$ cat src/logic/prog_consts.svh
`ifndef PROG_CONSTS_SVH
`define PROG_CONSTS_SVH

// ----------------------------------------
// Clock and time conversion
// ----------------------------------------
`define CLK_MHZ          25
// Least time in ns to whole cycles, rounded up
`define NS2CYC(ns)       ((((ns) * `CLK_MHZ) + 999) / 1000)

// ----------------------------------------
// Link timing
// ----------------------------------------
`define SCK_HALF_NS      200
`define SCK_HALF_CYC     `NS2CYC(`SCK_HALF_NS)
`define RST_PULSE_NS     2000
`define RST_CYC          `NS2CYC(`RST_PULSE_NS)
`define PWRUP_NS         20000000
`define PWRUP_CYC        `NS2CYC(`PWRUP_NS)
`define FLASH_WAIT_NS    4500000
`define FLASH_WAIT_CYC   `NS2CYC(`FLASH_WAIT_NS)
`define LONG_WAIT_NS     9000000
`define LONG_WAIT_CYC    `NS2CYC(`LONG_WAIT_NS)
`define TMR_W            20
`define DIV_W            4

// ----------------------------------------
// Instruction bytes
// ----------------------------------------
`define INSTR_BITS       32
`define OP_PROG_EN       8'hAC
`define OP_EN2           8'h53
`define OP_ERASE2        8'h80
`define OP_POLL          8'hF0
`define OP_LOAD_LO       8'h40
`define OP_LOAD_HI       8'h48

`endif

$ cat src/logic/prog_pkg.sv
`default_nettype none

package prog_pkg;

   // Wait after an instruction before the next one
   typedef enum logic [1:0] {
      WAIT_NONE  = 2'b00,
      WAIT_SHORT = 2'b01,
      WAIT_LONG  = 2'b10
   } wait_e;

   // Controller states
   typedef enum logic [2:0] {
      ST_OFF    = 3'b000,
      ST_RST_HI = 3'b001,
      ST_PWRUP  = 3'b010,
      ST_IDLE   = 3'b011,
      ST_SHIFT  = 3'b100,
      ST_WAIT   = 3'b101
   } state_e;

   // User command: four instruction bytes, first byte in bits 31:24
   typedef struct packed {
      wait_e       wait_kind;
      logic [31:0] instr;
   } cmd_s;

endpackage : prog_pkg

`default_nettype wire

$ cat src/logic/rsp_buffer.sv
`timescale 1ns/1ps
`default_nettype none

module rsp_buffer (
   input  wire logic       clk_i,
   input  wire logic       rst_i,
   input  wire logic       in_valid_i,
   output logic            in_ready_o,
   input  wire logic [7:0] in_data_i,
   output logic            out_valid_o,
   input  wire logic       out_ready_i,
   output logic [7:0]      out_data_o
);

   logic [7:0] mem_reg [2];
   logic       wr_ptr_reg;
   logic       rd_ptr_reg;
   logic [1:0] count_reg;
   wire        push;
   wire        pop;

   // ----------------------------------------
   // Handshake
   // ----------------------------------------
   assign in_ready_o  = (count_reg != 2'h2);
   assign out_valid_o = (count_reg != 2'h0);
   assign push        = in_valid_i && in_ready_o;
   assign pop         = out_valid_o && out_ready_i;
   assign out_data_o  = mem_reg[rd_ptr_reg];

   // Storage and pointers
   always_ff @(posedge clk_i) begin
      if (push) begin
         mem_reg[wr_ptr_reg] <= in_data_i;
      end
      if (rst_i) begin
         wr_ptr_reg <= 1'b0;
         rd_ptr_reg <= 1'b0;
         count_reg  <= 2'h0;
      end else begin
         wr_ptr_reg <= wr_ptr_reg ^ push;
         rd_ptr_reg <= rd_ptr_reg ^ pop;
         count_reg  <= count_reg + {1'b0, push} - {1'b0, pop};
      end
   end

endmodule : rsp_buffer

`default_nettype wire

$ cat src/logic/serial_prog_host.sv
`timescale 1ns/1ps
`default_nettype none
`include "prog_consts.svh"

module serial_prog_host #(
   parameter int unsigned PWRUP_CYC      = `PWRUP_CYC,
   parameter int unsigned FLASH_WAIT_CYC = `FLASH_WAIT_CYC,
   parameter int unsigned LONG_WAIT_CYC  = `LONG_WAIT_CYC
) (
   input  wire logic           REF_CLK_I,
   input  wire logic           RST_I,
   input  wire logic           SESSION_I,
   input  wire logic           CMD_VALID_I,
   input  wire prog_pkg::cmd_s CMD_I,
   output logic                CMD_READY_O,
   output logic                RSP_VALID_O,
   input  wire logic           RSP_READY_I,
   output logic [7:0]          RSP_DATA_O,
   output logic                ENABLED_O,
   output logic                ORDER_ERR_O,
   output logic                SCK_O,
   output logic                MOSI_O,
   input  wire logic           MISO_I,
   output logic                DEV_RST_N_O
);

   localparam logic [31:0] EN_INSTR = {`OP_PROG_EN, `OP_EN2, 16'h0000};
   localparam int          RST_CYC_I = `RST_CYC;

   prog_pkg::state_e  state_reg;
   prog_pkg::state_e  state_next;
   prog_pkg::wait_e   kind_reg;
   logic [`TMR_W-1:0] tmr_reg;
   logic [`TMR_W-1:0] tmr_next;
   logic [`DIV_W-1:0] div_reg;
   logic [4:0]        bit_reg;
   logic [31:0]       tx_reg;
   logic [31:0]       rx_reg;
   logic              sck_reg;
   logic              is_en_reg;
   logic              en_reg;
   logic              en_next;
   logic              dev_rst_n_reg;
   logic              dev_rst_n_next;
   logic              load_en;
   logic              load_cmd;
   logic              miso_meta_reg;
   logic              miso_sync_reg;
   logic [15:0]       lo_addr_reg;
   logic              lo_valid_reg;
   logic              order_err_reg;
   wire               tick;
   wire               shift_done;
   wire               echo_ok;
   wire               cmd_take;
   wire               rsp_push;
   wire               buf_ready;
   wire               tmr_zero;
   wire [`TMR_W-1:0]  wait_cyc;
   wire [31:0]        tx_load;
   wire               is_load_lo;
   wire               is_load_hi;

   // ----------------------------------------
   // Decode and selection
   // ----------------------------------------
   assign tick       = (state_reg == prog_pkg::ST_SHIFT) && (div_reg == `DIV_W'(`SCK_HALF_CYC - 1));
   assign shift_done = tick && sck_reg && (bit_reg == 5'h1F);
   assign echo_ok    = (rx_reg[15:8] == `OP_EN2);
   assign cmd_take   = CMD_VALID_I && CMD_READY_O;
   assign rsp_push   = shift_done && !is_en_reg;
   assign tmr_zero   = (tmr_reg == `TMR_W'(0));
   assign tx_load    = load_en ? EN_INSTR : CMD_I.instr;
   // Flash and fuse writes take the short wait, EEPROM and erase the long
   assign wait_cyc   = (kind_reg == prog_pkg::WAIT_SHORT) ? `TMR_W'(FLASH_WAIT_CYC)
                                                         : `TMR_W'(LONG_WAIT_CYC);
   // Load byte carries the word address bits in bytes two and three
   assign is_load_lo = (CMD_I.instr[31:24] == `OP_LOAD_LO);
   assign is_load_hi = (CMD_I.instr[31:24] == `OP_LOAD_HI);

   // Commands only once enabled, idle and with room for the answer
   assign CMD_READY_O = (state_reg == prog_pkg::ST_IDLE) && en_reg && SESSION_I && buf_ready;
   assign SCK_O       = sck_reg;
   assign MOSI_O      = tx_reg[31];
   assign DEV_RST_N_O = dev_rst_n_reg;
   assign ENABLED_O   = en_reg;
   assign ORDER_ERR_O = order_err_reg;

   // ----------------------------------------
   // Sequencer
   // ----------------------------------------
   always_comb begin
      state_next     = state_reg;
      tmr_next       = tmr_zero ? tmr_reg : tmr_reg - `TMR_W'(1);
      en_next        = en_reg;
      dev_rst_n_next = dev_rst_n_reg;
      load_en        = 1'b0;
      load_cmd       = 1'b0;
      case (state_reg)
         prog_pkg::ST_OFF: begin
            if (SESSION_I) begin
               // Clock already low: pulse reset high first
               state_next     = prog_pkg::ST_RST_HI;
               tmr_next       = `TMR_W'(RST_CYC_I);
               dev_rst_n_next = 1'b1;
            end
         end
         prog_pkg::ST_RST_HI: begin
            if (tmr_zero) begin
               state_next     = prog_pkg::ST_PWRUP;
               tmr_next       = `TMR_W'(PWRUP_CYC);
               dev_rst_n_next = 1'b0;
            end
         end
         prog_pkg::ST_PWRUP: begin
            if (tmr_zero) begin
               state_next = prog_pkg::ST_SHIFT;
               load_en    = 1'b1;
            end
         end
         prog_pkg::ST_IDLE: begin
            if (!SESSION_I) begin
               state_next     = prog_pkg::ST_OFF;
               dev_rst_n_next = 1'b1;
               en_next        = 1'b0;
            end else if (cmd_take) begin
               state_next = prog_pkg::ST_SHIFT;
               load_cmd   = 1'b1;
            end
         end
         prog_pkg::ST_SHIFT: begin
            if (shift_done) begin
               if (is_en_reg && echo_ok) begin
                  state_next = prog_pkg::ST_IDLE;
                  en_next    = 1'b1;
               end else if (is_en_reg) begin
                  // Out of sync: reset pulse, then a fresh enable
                  state_next     = prog_pkg::ST_RST_HI;
                  tmr_next       = `TMR_W'(RST_CYC_I);
                  dev_rst_n_next = 1'b1;
               end else if (kind_reg == prog_pkg::WAIT_NONE) begin
                  state_next = prog_pkg::ST_IDLE;
               end else begin
                  state_next = prog_pkg::ST_WAIT;
                  tmr_next   = wait_cyc;
               end
            end
         end
         prog_pkg::ST_WAIT: begin
            if (tmr_zero) begin
               state_next = prog_pkg::ST_IDLE;
            end
         end
         default: begin
            state_next = prog_pkg::ST_OFF;
         end
      endcase
   end

   // State, timer and reset pin
   always_ff @(posedge REF_CLK_I) begin
      if (RST_I) begin
         state_reg     <= prog_pkg::ST_OFF;
         tmr_reg       <= `TMR_W'(0);
         en_reg        <= 1'b0;
         dev_rst_n_reg <= 1'b0;
      end else begin
         state_reg     <= state_next;
         tmr_reg       <= tmr_next;
         en_reg        <= en_next;
         dev_rst_n_reg <= dev_rst_n_next;
      end
   end

   // Data in synchroniser
   always_ff @(posedge REF_CLK_I) begin
      miso_meta_reg <= MISO_I;
      miso_sync_reg <= miso_meta_reg;
   end

   // ----------------------------------------
   // Shift engine
   // ----------------------------------------
   // Sample data out at the end of low phase, shift ours after falling edge
   always_ff @(posedge REF_CLK_I) begin
      if (RST_I) begin
         tx_reg    <= 32'h0000_0000;
         rx_reg    <= 32'h0000_0000;
         div_reg   <= `DIV_W'(0);
         bit_reg   <= 5'h00;
         sck_reg   <= 1'b0;
         is_en_reg <= 1'b0;
         kind_reg  <= prog_pkg::WAIT_NONE;
      end else if (load_en || load_cmd) begin
         tx_reg    <= tx_load;
         div_reg   <= `DIV_W'(0);
         bit_reg   <= 5'h00;
         sck_reg   <= 1'b0;
         is_en_reg <= load_en;
         kind_reg  <= load_en ? prog_pkg::WAIT_NONE : CMD_I.wait_kind;
      end else if (tick) begin
         div_reg <= `DIV_W'(0);
         sck_reg <= !sck_reg;
         if (!sck_reg) begin
            rx_reg <= {rx_reg[30:0], miso_sync_reg};
         end else begin
            tx_reg  <= {tx_reg[30:0], 1'b0};
            bit_reg <= bit_reg + 5'h01;
         end
      end else if (state_reg == prog_pkg::ST_SHIFT) begin
         div_reg <= div_reg + `DIV_W'(1);
      end
   end

   // Low-before-high load order tracking
   always_ff @(posedge REF_CLK_I) begin
      if (RST_I) begin
         lo_addr_reg   <= 16'h0000;
         lo_valid_reg  <= 1'b0;
         order_err_reg <= 1'b0;
      end else begin
         order_err_reg <= cmd_take && is_load_hi && !(lo_valid_reg && lo_addr_reg == CMD_I.instr[23:8]);
         if (cmd_take && (is_load_lo || is_load_hi)) begin
            lo_addr_reg  <= CMD_I.instr[23:8];
            lo_valid_reg <= is_load_lo;
         end
      end
   end

   // ----------------------------------------
   // Answer buffer
   // ----------------------------------------
   rsp_buffer u_rsp_buffer (
      .clk_i       (REF_CLK_I),
      .rst_i       (RST_I),
      .in_valid_i  (rsp_push),
      .in_ready_o  (buf_ready),
      .in_data_i   (rx_reg[7:0]),
      .out_valid_o (RSP_VALID_O),
      .out_ready_i (RSP_READY_I),
      .out_data_o  (RSP_DATA_O)
   );

   // ----------------------------------------
   // Checks
   // ----------------------------------------
   logic [7:0]        hi_cnt_reg;
   logic [`TMR_W-1:0] lo_cnt_reg;
   logic [`TMR_W-1:0] wait_cnt_reg;

   // Pin phase and wait length counters
   always_ff @(posedge REF_CLK_I) begin
      if (RST_I) begin
         hi_cnt_reg   <= 8'h00;
         lo_cnt_reg   <= `TMR_W'(0);
         wait_cnt_reg <= `TMR_W'(0);
      end else begin
         hi_cnt_reg   <= !dev_rst_n_reg ? 8'h00 : (hi_cnt_reg == 8'hFF ? hi_cnt_reg : hi_cnt_reg + 8'h01);
         lo_cnt_reg   <= dev_rst_n_reg ? `TMR_W'(0) : (&lo_cnt_reg ? lo_cnt_reg : lo_cnt_reg + `TMR_W'(1));
         wait_cnt_reg <= (state_reg == prog_pkg::ST_WAIT) ? wait_cnt_reg + `TMR_W'(1) : `TMR_W'(0);
      end
   end
endmodule : serial_prog_host

`default_nettype wire

$ cat config.mk
export PLATFORM = sky130hd
export DESIGN_NAME = serial_prog_host
export DESIGN_NICKNAME = d
export VERILOG_FILES = /design/src/logic/prog_pkg.sv /design/src/logic/rsp_buffer.sv /design/src/logic/serial_prog_host.sv
export VERILOG_INCLUDE_DIRS = /design/src /design/src/logic
export SDC_FILE = /design/constraint.sdc
export NUM_CORES = 1
export LEC_CHECK = 0
export BUFFER_PORTS_ARGS = -buffer_cell sky130_fd_sc_hd__buf_2
export CORE_ASPECT_RATIO = 1.1
export CORE_UTILIZATION = 56
export DETAILED_ROUTE_END_ITERATION = 12
export PLACE_DENSITY = 0.76
export SKIP_LAST_GASP = 1
export SYNTH_ARGS = -nofsm -noshare
export SYNTH_HDL_FRONTEND = slang
export SYNTH_HIERARCHICAL = 1
export SYNTH_SLANG_ARGS = --single-unit
export TNS_END_PERCENT = 5
$ cat constraint.sdc
create_clock -name REF_CLK_I -period 6.1 [get_ports REF_CLK_I]
set_input_delay 0.305 -clock REF_CLK_I [delete_from_list [all_inputs] [get_ports REF_CLK_I]]
set_output_delay 0.305 -clock REF_CLK_I [all_outputs]
set_load 0.02 [all_outputs]
======== After elaboration in Yosys (flattened, before gate mapping) ========
Memories as Yosys holds them, arrays and structs flattened. A register that Yosys moved wholly into a read port is not among the register bits.
Cells that the tools add are included.
storage, ports and cells
  register bits after elaboration ......... 110
  input port bits ......................... 40
  RAM bits ................................ 16
  memories kept ........................... 1
  word-level logic and storage cells ...... 132
  output and inout bits ................... 15
operators by class
  reductions and logical operators ........ 36
  multiplexer cells ....................... 44
  $add $sub $neg .......................... 5
  equality and inequality tests ........... 23
  bitwise gates (word level) .............. 4
memory list
  memory                depth  width  read ports  clocked after Yosys merged registers in  write ports  RTL line          source
  u_rsp_buffer.mem_reg  2      8      1           1                                        1            rsp_buffer.sv:15  logic [7:0] mem_reg [2];
operator list
  kind                     number
  $mux W20                 7
  $mux W32                 4
  $pmux W20 S3             1
  $mux W3                  10
  $eq A8 B7 Y1 const B     3
  $logic_not A20 Y1        1
  $sub A20 B1 Y20 const B  1
  $mux W18                 1
  $ne A2 B2 Y1 const B     9
  $pmux W3 S6              1
  $mux W1                  17
  $eq A16 B16 Y1           1
  $logic_and A1 B1 Y1      15
  $reduce_bool A2 Y1       4
  $reduce_and A7 Y1        1
  $eq A3 B2 Y1 const B     2
  $eq A3 B3 Y1 const B     2
  $reduce_and A6 Y1        1
  $add A5 B1 Y5 const B    1
  $eq A5 B5 Y1 const B     1
  $add A4 B1 Y4 const B    1
  $eq A4 B3 Y1 const B     1
  $pmux W1 S4              1
  $reduce_and A2 Y1        2
  other kinds (19)         24

======== Longest topological paths before layout ========
  depth after elaboration ................. 11
  depth in mapped cells ................... 12
  gate-level depth less buffers ........... 12

======== By module ========
Netlist, hierarchy kept.
modules (own cells, without submodules)
  module            area each (um^2)  seq. area each (um^2)  instances  cells an instance
  serial_prog_host  5,170.0           2,122.0                1          591
  rsp_buffer        809.5             560.5                  1          52

======== Worst setup path before layout ========
OpenSTA, ideal clock, no wires.
  path type ............................... register to register
  from .................................... register bit_reg[0]
  to ...................................... register u_rsp_buffer.count_reg[1]
  cell stages (with the launch flop) ...... 13
  arrival ................................. 2.355 ns
  data required time ...................... 5.977 ns
  path buffers ............................ 0
  setup slack ............................. 3.621 ns
  setup time .............................. 0.123 ns
  clock period less this slack ............ 2.479 ns
  cells stage by stage .................... dfxtp_1 ha_1 and3_1 ha_1 nand2_1 or3_1 nor2_2 nand3_1 o21ai_0 nor2_1 ha_1 and2b_1 mux2_1
on the way
  cells in the longest elaborated chain, start to end .. 6
RTL lines
  element                 RTL line                 source
  from (decl)             serial_prog_host.sv:36   logic [4:0] bit_reg;
  from (signal assigned)  serial_prog_host.sv:208  bit_reg <= bit_reg + 5'h01;
  $eq A5 B5 Y1            serial_prog_host.sv:68   assign shift_done = tick && sck_reg && (bit_reg == 5'h1F);
  $logic_and A1 B1 Y1     serial_prog_host.sv:68
  $logic_and A1 B1 Y1     serial_prog_host.sv:71   assign rsp_push = shift_done && !is_en_reg;
  net rsp_push            serial_prog_host.sv:56   wire rsp_push;
  $logic_and A1 B1 Y1     rsp_buffer.sv:27         assign push = in_valid_i && in_ready_o;
  $add A2 B1 Y2           rsp_buffer.sv:43         count_reg <= count_reg + {1'b0, push} - {1'b0, pop};
  $sub A2 B1 Y2           rsp_buffer.sv:43
  to (signal assigned)    rsp_buffer.sv:43
  to (decl)               rsp_buffer.sv:18         logic [1:0] count_reg;
The timed path passes the listed nets, and every way through them passes these cells.
A chain may end at the register's enable or synchronous reset.

======== Worst setup path in the final report ========
Ends and elaborated chain as after synthesis.

==> flow_summary.ini <==
[outcome]
status = complete, no violations

[power]
finalPower_mw = 3.05
intPower_mw = 2.01
ir_drop_mv = 0.273
combPwrFrac_pct = 28.4
powerDensity_nw_per_um2 = 438
leakage_nw = 2.89
pwr-share-clk_pct = 38.1
pwr-share-seq_pct = 33.5
switching_share_pct = 34.0
p_sw_mw = 1.04

[timing]
hold_viol = 0
max_freq_mhz = 369
slew_viol_final = 0
fin_crit_ns = 2.71
worst_pin_slew_ns = 1.16
finalSetupViolCount = 0
finClkSkew_ns = 0.00932
setup_tns_ns = 0
layout_worst_path_cycle_share_pct = 44.5
rsz0062_at_grt = no
max_slew_margin_pct = 22.5

[setup_path]
r2r-start = bit_reg[0]
ff2ff_setup_slack_ns = 3.39
cp_cell_sequence = ha_1 -> and3_1 -> ha_1 -> nand2_1 -> or3_1 -> nor2_2 -> nand3_1 -> o21ai_0 -> nor2_1 -> ha_1 -> and2b_1 -> mux2_1
worst_ep_required_time_ns = 6.40
r2r_end = u_rsp_buffer/count_reg[1]
path_max_fanout = 9
cp_num_buf_inv = 0
cp-start-kind = flip-flop
r2r_cells = 12
cp-startpoint = bit_reg[0]
crit_end = u_rsp_buffer/count_reg[1]
end_kind = flip-flop
cp_num_cells = 12
cp.arrival_ns = 3.01
crit_type = flip-flop to flip-flop
path_common_cell = ha_1
slowest_delay_ns = 0.44
cpMaxStageDelayCell = or3_1
cpLargestDelayFamily = simple AND/OR/NAND/NOR gates

[layout]
largest_reg_flops = 32
seq_area_sq_um = 2680
fin_nets = 732
design_area_sq_um = 6960
fin_util_pct = 67.0
drive_gt1_share_pct = 20.1
multiInputGateArea_sq_um = 3090
syn_to_final_growth_pct = 16.4
nFillCells = 842
antenna-diode-count = 0

[clock_tree]
path_clk_slew_ns = 0.06
cts_resized = 0
clk-insertion-delay-late_ns = 0.42
cts.sinks = 126
htree_levels = 4
numCtsBuffers = 17
clockRootBuffer = clkbuf_16
clockBufferDepth = 2
cts_tree = done

[worst_hold_path]
min_path_type = input pin to flip-flop

[synth]
netlist_instances = 643
ys_top_cells_by_area = dfxtp_1 37%, edfxtp_1 8.0%, mux2i_1 6.7%
ys_warn_count = 6
synth_top_area_share_pct = 36.8
synth_nets = 691
yosysTopAreaCell = dfxtp_1
seq_area_frac_synth_pct = 44.9
synth_area_sq_um = 5980
synth_edf_count = 16
async_flop_share_pct = 0
synth_cell_type_count = 80
postSynthAreaPerCell_sq_um = 9.30
synth_flop_cell = dfxtp_1
ys_seq_elements = 126

[detailed_routing]
drc = 0
drt_iter0_drc = 309
wirelength_um = 13300
via_count = 4935
dr.pass1.iters = 5
via_per_inst = 5.88
ant_nets = 0
detail_route.wl_per_cell_um = 15.9

[place]
post-dp-hpwl_um = 8740
gp_congestion = 0.930
dpl_cell_area_sq_um = 6270
io_buffer_count = 54

[global_routing]
track_usage_pct = 25.3
grt-ovfl-total = 0
grt_max_degree = 67
grt_pass1_wl_um = 21800
antenna_found_initial = 0
grt_pass1_vias = 4617

[floorplan]
ioPinCount = 55
fp-row-count = 39
die_w_um = 101
dieArea_sq_um = 11100
coreArea_sq_um = 10400
start_util_pct = 57.5
die_h_um = 110

[flow_run]
cap_violations = 0
## power by group through the flow
stage / clock [mW] / combinational, mW / sequential, mW
finish: 1.16 / 0.867 / 1.02
global route: 1.22 / 0.934 / 1.03
CTS: 1.17 / 0.842 / 1.02
detailed placement: 0 / 0.819 / 1.03
global placement: 0 / 0.812 / 1.02
floorplan: 0 / 0.690 / 0.998
## Yosys cell counts, types with 5 or more instances
cell / instances
ha_1: 8
xnor2_1: 17
buf_2: 9
nor3_1: 9
nand4_1: 6
a31oi_1: 9
nor2b_1: 5
or3_1: 8
a21oi_1: 46
a211oi_1: 28
clkbuf_1: 17
nor4_1: 8
o31ai_1: 8
xor2_1: 9
mux2i_1: 40
nand3_1: 15
a31o_2: 7
nand2_1: 80
inv_1: 9
o21ai_0: 12
dfxtp_1: 110
edfxtp_1: 16
nor2_1: 70
buf_4: 6
mux2_2: 10
## layout by cell type, fill, tap and decap left out, types with 4 or more instances in the layout
master and instances:
mux2_2 10, nand2_1 80, nor2b_1 5, ha_1 8, xor2_1 9, bufinv_16 6, xnor2_1 17, or3_1 8
a211oi_1 28, nor4_1 8, a21oi_1 46, a31o_2 7, o21ai_0 12, mux2i_1 40, edfxtp_1 16, nor2_1 70
nand3_1 14, and3_1 4, o31ai_1 8, a31oi_1 9, inv_1 9, dfxtp_1 110, nor3_1 9, buf_2 54
nand4_1 6, clkbuf_16 17, inv_6 4
## tightest hold or removal path: cells and delay by family
kind                   cells  cell delay [ns]
AOI/OAI and AO/OA          1             0.05
and+or+nand+nor            1             0.05
buffers and inverters      1             0.10
## logic make-up (layout without fill, tap and decap cells)
family	after synthesis	count (layout)	share of synthesized area, %
compound gates	140	140	15.8
xor+xnor	26	26	3.81
fa+ha+maj	8	8	1.67
buf+inv	45	99	3.64
flops	126	126	44.9
mux	51	51	8.77
simple gates	247	247	21.4
## area by class of cell
type                       instances  share of cell area [%]
clock inverter                    15                    3.68
multi-input combinational        472                    44.3
tap                              143                    2.57
inverter                          10                   0.539
clock buffer                      17                    6.11
timing repair buffer              57                    4.24
sequential                       126                    38.5
## routing by layer
layer	part of all wire [%]	vias up	wire, um	global-route usage (%)
li1	-	2421	-	-
met1	42	2303	5580	30.6
met2	50	175	6690	42.5
met3	5.5	36	735	6.37
met4	2.4	0	321	11.5
met5	0	-	0	0
## timing repair
action	CTS	global route
buffers inserted	0	0
hold buffers	1	0
hold endpoints to repair	1	0
## through the flow
stage / instances / setup slack [ns] / hold slack (ns)
after global placement: 807 / 3.49 / 0.321
after CTS: 840 / 3.40 / 0.134
after detailed placement: 807 / 3.40 / 0.327
final: 840 / 3.39 / 0.141
after global routing: 840 / 3.20 / 0.142
after floorplan: 643 / 3.62 / 0.310
## how the worst min path moves through the flow
| stage | cells after the start | slack, ns | endpoint | from |
|---|---|---|---|---|
| 2_1_floorplan | 0 | 0.31 | miso_sync_reg | miso_meta_reg |
| 3_3_place_gp | 0 | 0.32 | miso_sync_reg | miso_meta_reg |
| 3_5_place_dp | 0 | 0.33 | miso_sync_reg | miso_meta_reg |
| 4_1_cts | 3 | 0.13 | kind_reg[0] | CMD_I[32] |
| 5_1_grt | 3 | 0.14 | tx_reg[0] | CMD_I[0] |
| 6_report | 3 | 0.14 | tx_reg[0] | CMD_I[0] |
Note: power is estimated with default switching activity, not from simulation.
